--- config.mk ---
export PLATFORM = sky130hd
export DESIGN_NAME = riu_rotate_unit
export DESIGN_NICKNAME = d
export VERILOG_FILES = /design/src/riu_pkg.sv /design/src/riu_rotate_unit.sv /design/src/riu_rotator.sv
export SDC_FILE = /design/constraint.sdc
export NUM_CORES = 1
export LEC_CHECK = 0
export ABC_AREA = 1
export BUFFER_PORTS_ARGS = -buffer_cell sky130_fd_sc_hd__buf_4
export CORE_MARGIN = 1
export CORE_UTILIZATION = 42
export CTS_CLUSTER_SIZE = 24
export DETAILED_ROUTE_END_ITERATION = 7
export PLACE_DENSITY = 0.74
export REMOVE_ABC_BUFFERS = 1
export SETUP_SLACK_MARGIN = 0.05
export SYNTH_ARGS = -nofsm -noshare
export SYNTH_HDL_FRONTEND = slang
export SYNTH_SLANG_ARGS = --single-unit
--- constraint.sdc ---
create_clock -name clk_i -period 1.51 [get_ports clk_i]
set_input_delay 0.302 -clock clk_i [delete_from_list [all_inputs] [get_ports clk_i]]
set_output_delay 0.302 -clock clk_i [all_outputs]
set_load 0.05 [all_outputs]
--- src/riu_pkg.sv ---
// shared constants and types for the rotate instruction unit
package riu_pkg;
    localparam int DATA_W = 8;
    localparam int MSB = 7;
    localparam int LSB = 0;
    localparam int ADDR_W = 8;
    localparam logic [7:0] WORKING_RESET = 8'h00;
    localparam logic CARRY_RESET = 1'b0;
    // one-hot operation codes
    typedef enum logic [6:0] {
        RIU_OP_NONE = 7'h01,
        RIU_OP_LEFT_CARRY_MEM = 7'h02,
        RIU_OP_LEFT_CARRY_WORK = 7'h04,
        RIU_OP_RIGHT_MEM = 7'h08,
        RIU_OP_RIGHT_WORK = 7'h10,
        RIU_OP_RIGHT_CARRY_MEM = 7'h20,
        RIU_OP_RIGHT_CARRY_WORK = 7'h40
    } riu_op_t;
    localparam logic [2:0] SEL_NONE = 3'h0;
    localparam logic [2:0] SEL_LEFT_CARRY_MEM = 3'h1;
    localparam logic [2:0] SEL_LEFT_CARRY_WORK = 3'h2;
    localparam logic [2:0] SEL_RIGHT_MEM = 3'h3;
    localparam logic [2:0] SEL_RIGHT_WORK = 3'h4;
    localparam logic [2:0] SEL_RIGHT_CARRY_MEM = 3'h5;
    localparam logic [2:0] SEL_RIGHT_CARRY_WORK = 3'h6;
    localparam logic [2:0] SEL_LEFT_WORK = 3'h7;
endpackage : riu_pkg

--- src/riu_rotate_unit.sv ---
// rotate instruction datapath: memory byte in, memory or working register out
// ----------------------------------------------------------------------------
// ----------------------------------------------------------------------------
`timescale 1ns/1ns
`default_nettype none
module riu_rotate_unit #(
    parameter int DATA_W = riu_pkg::DATA_W,
    parameter int ADDR_W = riu_pkg::ADDR_W
) (
    input wire logic clk_i,
    input wire logic rst_n_i,
    input wire logic ce_i,
    input wire logic op_valid_i,
    input wire logic [2:0] op_sel_i,
    input wire logic [ADDR_W-1:0] op_addr_i,
    input wire logic [DATA_W-1:0] mem_rdata_i,
    input wire logic carry_i,
    output logic [ADDR_W-1:0] mem_addr_o,
    output logic [DATA_W-1:0] mem_wdata_o,
    output logic mem_we_o,
    output logic [DATA_W-1:0] working_register_o,
    output logic working_we_o,
    output logic carry_o,
    output logic carry_we_o,
    output logic done_o
);
    if (DATA_W != riu_pkg::DATA_W || ADDR_W < 1) begin : g_param_check
        $error("riu_rotate_unit: DATA_W must be 8 and ADDR_W positive");
    end

    // ------------------------------------------------------------------------
    // state
    // ------------------------------------------------------------------------
    typedef struct packed {
        riu_pkg::riu_op_t op;
        logic [ADDR_W-1:0] addr;
        logic [DATA_W-1:0] wdata;
        logic mem_we;
        logic [DATA_W-1:0] working;
        logic working_we;
        logic carry;
        logic carry_we;
        logic done;
    } riu_state_t;

    riu_state_t st;
    riu_state_t next_st;

    logic rot_left;
    logic rot_carry;
    logic to_mem;
    logic flag_upd;
    riu_pkg::riu_op_t dec_op;
    logic [DATA_W-1:0] rot_result;
    logic rot_carry_out;

    // ------------------------------------------------------------------------
    // decode
    // ------------------------------------------------------------------------
    always_comb begin
        rot_left = 1'b0;
        rot_carry = 1'b0;
        to_mem = 1'b0;
        flag_upd = 1'b0;
        dec_op = riu_pkg::RIU_OP_NONE;
        case (op_sel_i)
            riu_pkg::SEL_LEFT_CARRY_MEM: begin
                rot_left = 1'b1;
                rot_carry = 1'b1;
                to_mem = 1'b1;
                flag_upd = 1'b1;
                dec_op = riu_pkg::RIU_OP_LEFT_CARRY_MEM;
            end
            riu_pkg::SEL_LEFT_CARRY_WORK: begin
                rot_left = 1'b1;
                rot_carry = 1'b1;
                flag_upd = 1'b1;
                dec_op = riu_pkg::RIU_OP_LEFT_CARRY_WORK;
            end
            riu_pkg::SEL_RIGHT_MEM: begin
                to_mem = 1'b1;
                dec_op = riu_pkg::RIU_OP_RIGHT_MEM;
            end
            riu_pkg::SEL_RIGHT_WORK: begin
                dec_op = riu_pkg::RIU_OP_RIGHT_WORK;
            end
            riu_pkg::SEL_RIGHT_CARRY_MEM: begin
                rot_carry = 1'b1;
                to_mem = 1'b1;
                flag_upd = 1'b1;
                dec_op = riu_pkg::RIU_OP_RIGHT_CARRY_MEM;
            end
            riu_pkg::SEL_RIGHT_CARRY_WORK: begin
                rot_carry = 1'b1;
                flag_upd = 1'b1;
                dec_op = riu_pkg::RIU_OP_RIGHT_CARRY_WORK;
            end
            riu_pkg::SEL_LEFT_WORK: begin
                rot_left = 1'b1;
                dec_op = riu_pkg::RIU_OP_NONE;
            end
            default: begin
                dec_op = riu_pkg::RIU_OP_NONE;
            end
        endcase
    end

    riu_rotator #(
        .WIDTH(DATA_W)
    ) u_rot (
        .data_i(mem_rdata_i),
        .carry_i(carry_i),
        .left_i(rot_left),
        .through_carry_i(rot_carry),
        .result_o(rot_result),
        .carry_o(rot_carry_out)
    );

    // ------------------------------------------------------------------------
    // next state: one-cycle commit
    // ------------------------------------------------------------------------
    logic sel_ok;
    assign sel_ok = op_sel_i != riu_pkg::SEL_NONE;

    always_comb begin
        next_st = st;
        next_st.mem_we = 1'b0;
        next_st.working_we = 1'b0;
        next_st.carry_we = 1'b0;
        next_st.done = 1'b0;
        next_st.op = riu_pkg::RIU_OP_NONE;
        if (op_valid_i && sel_ok) begin
            next_st.op = dec_op;
            next_st.addr = op_addr_i;
            next_st.done = 1'b1;
            if (to_mem) begin
                next_st.wdata = rot_result;
                next_st.mem_we = 1'b1;
            end else begin
                next_st.working = rot_result;
                next_st.working_we = 1'b1;
            end
            if (flag_upd) begin
                next_st.carry = rot_carry_out;
                next_st.carry_we = 1'b1;
            end
        end
    end

    // reset acts only while enabled: a low enable freezes everything
    always_ff @(posedge clk_i) begin
        if (ce_i) begin
            if (!rst_n_i) begin
                st.op <= riu_pkg::RIU_OP_NONE;
                st.addr <= '0;
                st.wdata <= '0;
                st.mem_we <= 1'b0;
                st.working <= riu_pkg::WORKING_RESET;
                st.working_we <= 1'b0;
                st.carry <= riu_pkg::CARRY_RESET;
                st.carry_we <= 1'b0;
                st.done <= 1'b0;
            end else begin
                st <= next_st;
            end
        end
    end

    assign mem_addr_o = st.addr;
    assign mem_wdata_o = st.wdata;
    assign mem_we_o = st.mem_we;
    assign working_register_o = st.working;
    assign working_we_o = st.working_we;
    assign carry_o = st.carry;
    assign carry_we_o = st.carry_we;
    assign done_o = st.done;
endmodule : riu_rotate_unit
`default_nettype wire

--- src/riu_rotator.sv ---
// combinational one-bit rotator with optional carry
`timescale 1ns/1ns
`default_nettype none
module riu_rotator #(
    parameter int WIDTH = 8
) (
    input wire logic [WIDTH-1:0] data_i,
    input wire logic carry_i,
    input wire logic left_i,
    input wire logic through_carry_i,
    output logic [WIDTH-1:0] result_o,
    output logic carry_o
);
    if (WIDTH < 2) begin : g_width_check
        $error("riu_rotator: WIDTH must be at least 2");
    end

    logic fill_left;
    logic fill_right;
    assign fill_left = through_carry_i ? carry_i : data_i[WIDTH-1];
    assign fill_right = through_carry_i ? carry_i : data_i[0];

    genvar g;
    generate
        for (g = 0; g < WIDTH; g++) begin : g_bit
            if (g == 0) begin : g_lo
                assign result_o[g] = left_i ? fill_left : data_i[g+1];
            end else if (g == WIDTH - 1) begin : g_hi
                assign result_o[g] = left_i ? data_i[g-1] : fill_right;
            end else begin : g_mid
                assign result_o[g] = left_i ? data_i[g-1] : data_i[g+1];
            end
        end
    endgenerate

    assign carry_o = left_i ? data_i[WIDTH-1] : data_i[0];
endmodule : riu_rotator
`default_nettype wire

==> flow_summary.ini <==
[floorplan]
dieWidth_um = 57.8
rows = 19
dieArea_sq_um = 3340
core_sq_um = 2850
die_h_um = 57.8
initial_core_util_pct = 45.8
ioPinCount = 53

[timing]
slew_viol_final = 0
hold_viol = 0
worstMarginPinSlew_ns = 0.468
finalSetupTns_ns = 0
period_needed_ns = 1.24
fmax_ghz = 0.808
setup_ws_ns = 0.272
hold_ws_ns = 0.221
finalSetupViolCount = 0
slew-limit-headroom_pct = 68.8
rsz0062_at_grt = false
period_share_pct = 82.0

[synth]
ys_types = 17
syn_inst = 124
synth.avg_cell_area_sq_um = 10.5
ys_seq_area_share_pct = 66.7
syn_area_sq_um = 1310
ys_ff_latch = 29
yosysWarnings = 0

[clocking]
cts_resized = 0
htree_levels = 2
cts_sinks = 29
clk_pin_slew_ns = 0.09
cts_tree = yes
cts_buffers = 5
ctsHoldBuffers = 0
root_buffer = clkbuf_4
post-cts-setup-buffer-count = 0
clock_path_buffers = 2

[global_routing]
grtUsageTotal_pct = 18.8
grt_pass1_wl_mm = 4.46
gr-total-overflow = 0
grt_pass1_vias = 1078
antenna_found_initial = 0
grt_max_degree = 12

[route]
antenna_left = 0
vias = 1056
wl_per_cell_um = 12.1
drt-pass1-iter-count = 6
route.detailed.drc = 2
drtIter0Drc = 22
viasPerCell = 4.71
routed_wl_mm = 2.70

[run_status]
violations = design-rule violations
run_status = finished, violations left

[placed_design]
place_ws_ns = -0.231
dpl.hpwl_mm = 2.18
io_buffer_count = 52
place.gp.congestion = 0.785

[final_layout]
antenna_cells = 0
layout_common_cells = buf_4, edfxtp_1, nand2_1, nor2_1, inv_1
nets = 216
final_common_cell = buf_4
drive_above_1_share_pct = 43.0
areaGrowthSynthToFinish_pct = 42.2
utilization_pct = 65.1
fillers = 246

[setup_path]
start_kind = register
slowest_stage = edfxtp_1
max_stage_delay_ns = 0.40
crit_arrival_ns = 0.94
crit_fanout = 1
crit_path_end_kind = output pin
critPathKind = reg2out
cpLargestDelayFamily = flip-flops
crit_chain = buf_4
critPathBufInv = 1
required_ns = 1.21

[flow_run]
maxCapViolCount = 0

[hold_path]
hold_path_class = in2reg
hold-path-cell-count = 1
worstHoldEndpoint = carry_we_o
hold_start = ce_i

[power_and_ir_drop]
powerDensity_nw_per_um2 = 1060
peakVddDrop_uv = 388
fin_total_pwr_mw = 1.96
p_leak_nw = 0.832
==> how the worst max path moves through the flow <==
stage	startpoint	end	slack [ns]	cells past startpoint
after floorplan	op_sel_i[2]	mem_wdata_o[0]	-0.05	6
after global placement	op_sel_i[1]	working_register_o[3]	-0.18	7
after detailed placement	op_sel_i[1]	working_register_o[7]	-0.23	7
after CTS	op_sel_i[1]	working_register_o[6]	0.12	7
after global routing	op_sel_i[2]	working_register_o[6]	0.17	8
final	mem_wdata_o[6]	mem_wdata_o[6]	0.27	1
==> metrics by stage <==
step	instance area [sq um]	cells
after global placement	1800	216
final	1860	224
after CTS	1850	224
after detailed placement	1800	216
after floorplan	1290	123
after global routing	1860	224
==> flip-flops by register name, summed over array words and instances, names as in the netlist <==
| signal | count |
|---|---|
| working_register_o | 8 |
| done_o | 1 |
| carry_we_o | 1 |
| mem_addr_o | 8 |
| mem_wdata_o | 8 |
| mem_we_o | 1 |
| carry_o | 1 |
| working_we_o | 1 |
==> per-layer routing <==
metal | GRT usage, % | share of wire (%) | vias up
met5 | 0 | 0 | -
met4 | 13.3 | 2.7 | 0
met1 | 19.3 | 38 | 483
met3 | 4.24 | 4.6 | 7
met2 | 33.9 | 55 | 33
li1 | - | - | 533
==> synth_stat cells <==
cell type  instances  area, sq um
nand3_1            1         5.00
a21oi_1            4         20.0
o21ai_1            1         5.00
nand2_1           28          105
inv_2              1         3.75
clkinv_1           1         3.75
inv_1             15         56.3
xnor2_1            1         8.76
o21ai_0            3         15.0
buf_6              1         11.3
nor2_4             2         22.5
o21ai_2            5         43.8
nor2_1            27          101
edfxtp_1          29          871
xor2_1             1         8.76
nor2_2             1         6.26
nand2_2            3         18.8
==> final cells by class <==
type / count / area (sq um) / area share, %
sequential: 29 / 871 / 46.9
timing repair buffer: 62 / 465 / 25.1
multi-input combinational: 77 / 368 / 19.8
inverter: 17 / 63.8 / 3.43
clock buffer: 6 / 41.3 / 2.22
tap: 31 / 38.8 / 2.09
clock inverter: 2 / 10.0 / 0.539
==> cell families (layout without fill, tap and decap cells) <==
group                     after synthesis  in the layout  share of synthesized area, %
AOI/OAI and AO/OA                      13             13                          6.42
xor gates and xnor gates                2              2                          1.34
and+or+nand+nor                        62             62                          19.8
DFF                                    29             29                          66.7
buffers and inverters                  18             87                          5.75
==> where the power goes <==
group | internal [mW] | switching (mW)
sequential | 0.958 | 0.0185
combinational | 0.175 | 0.375
clock | 0.177 | 0.260
Power figures use the tool's default switching activity.
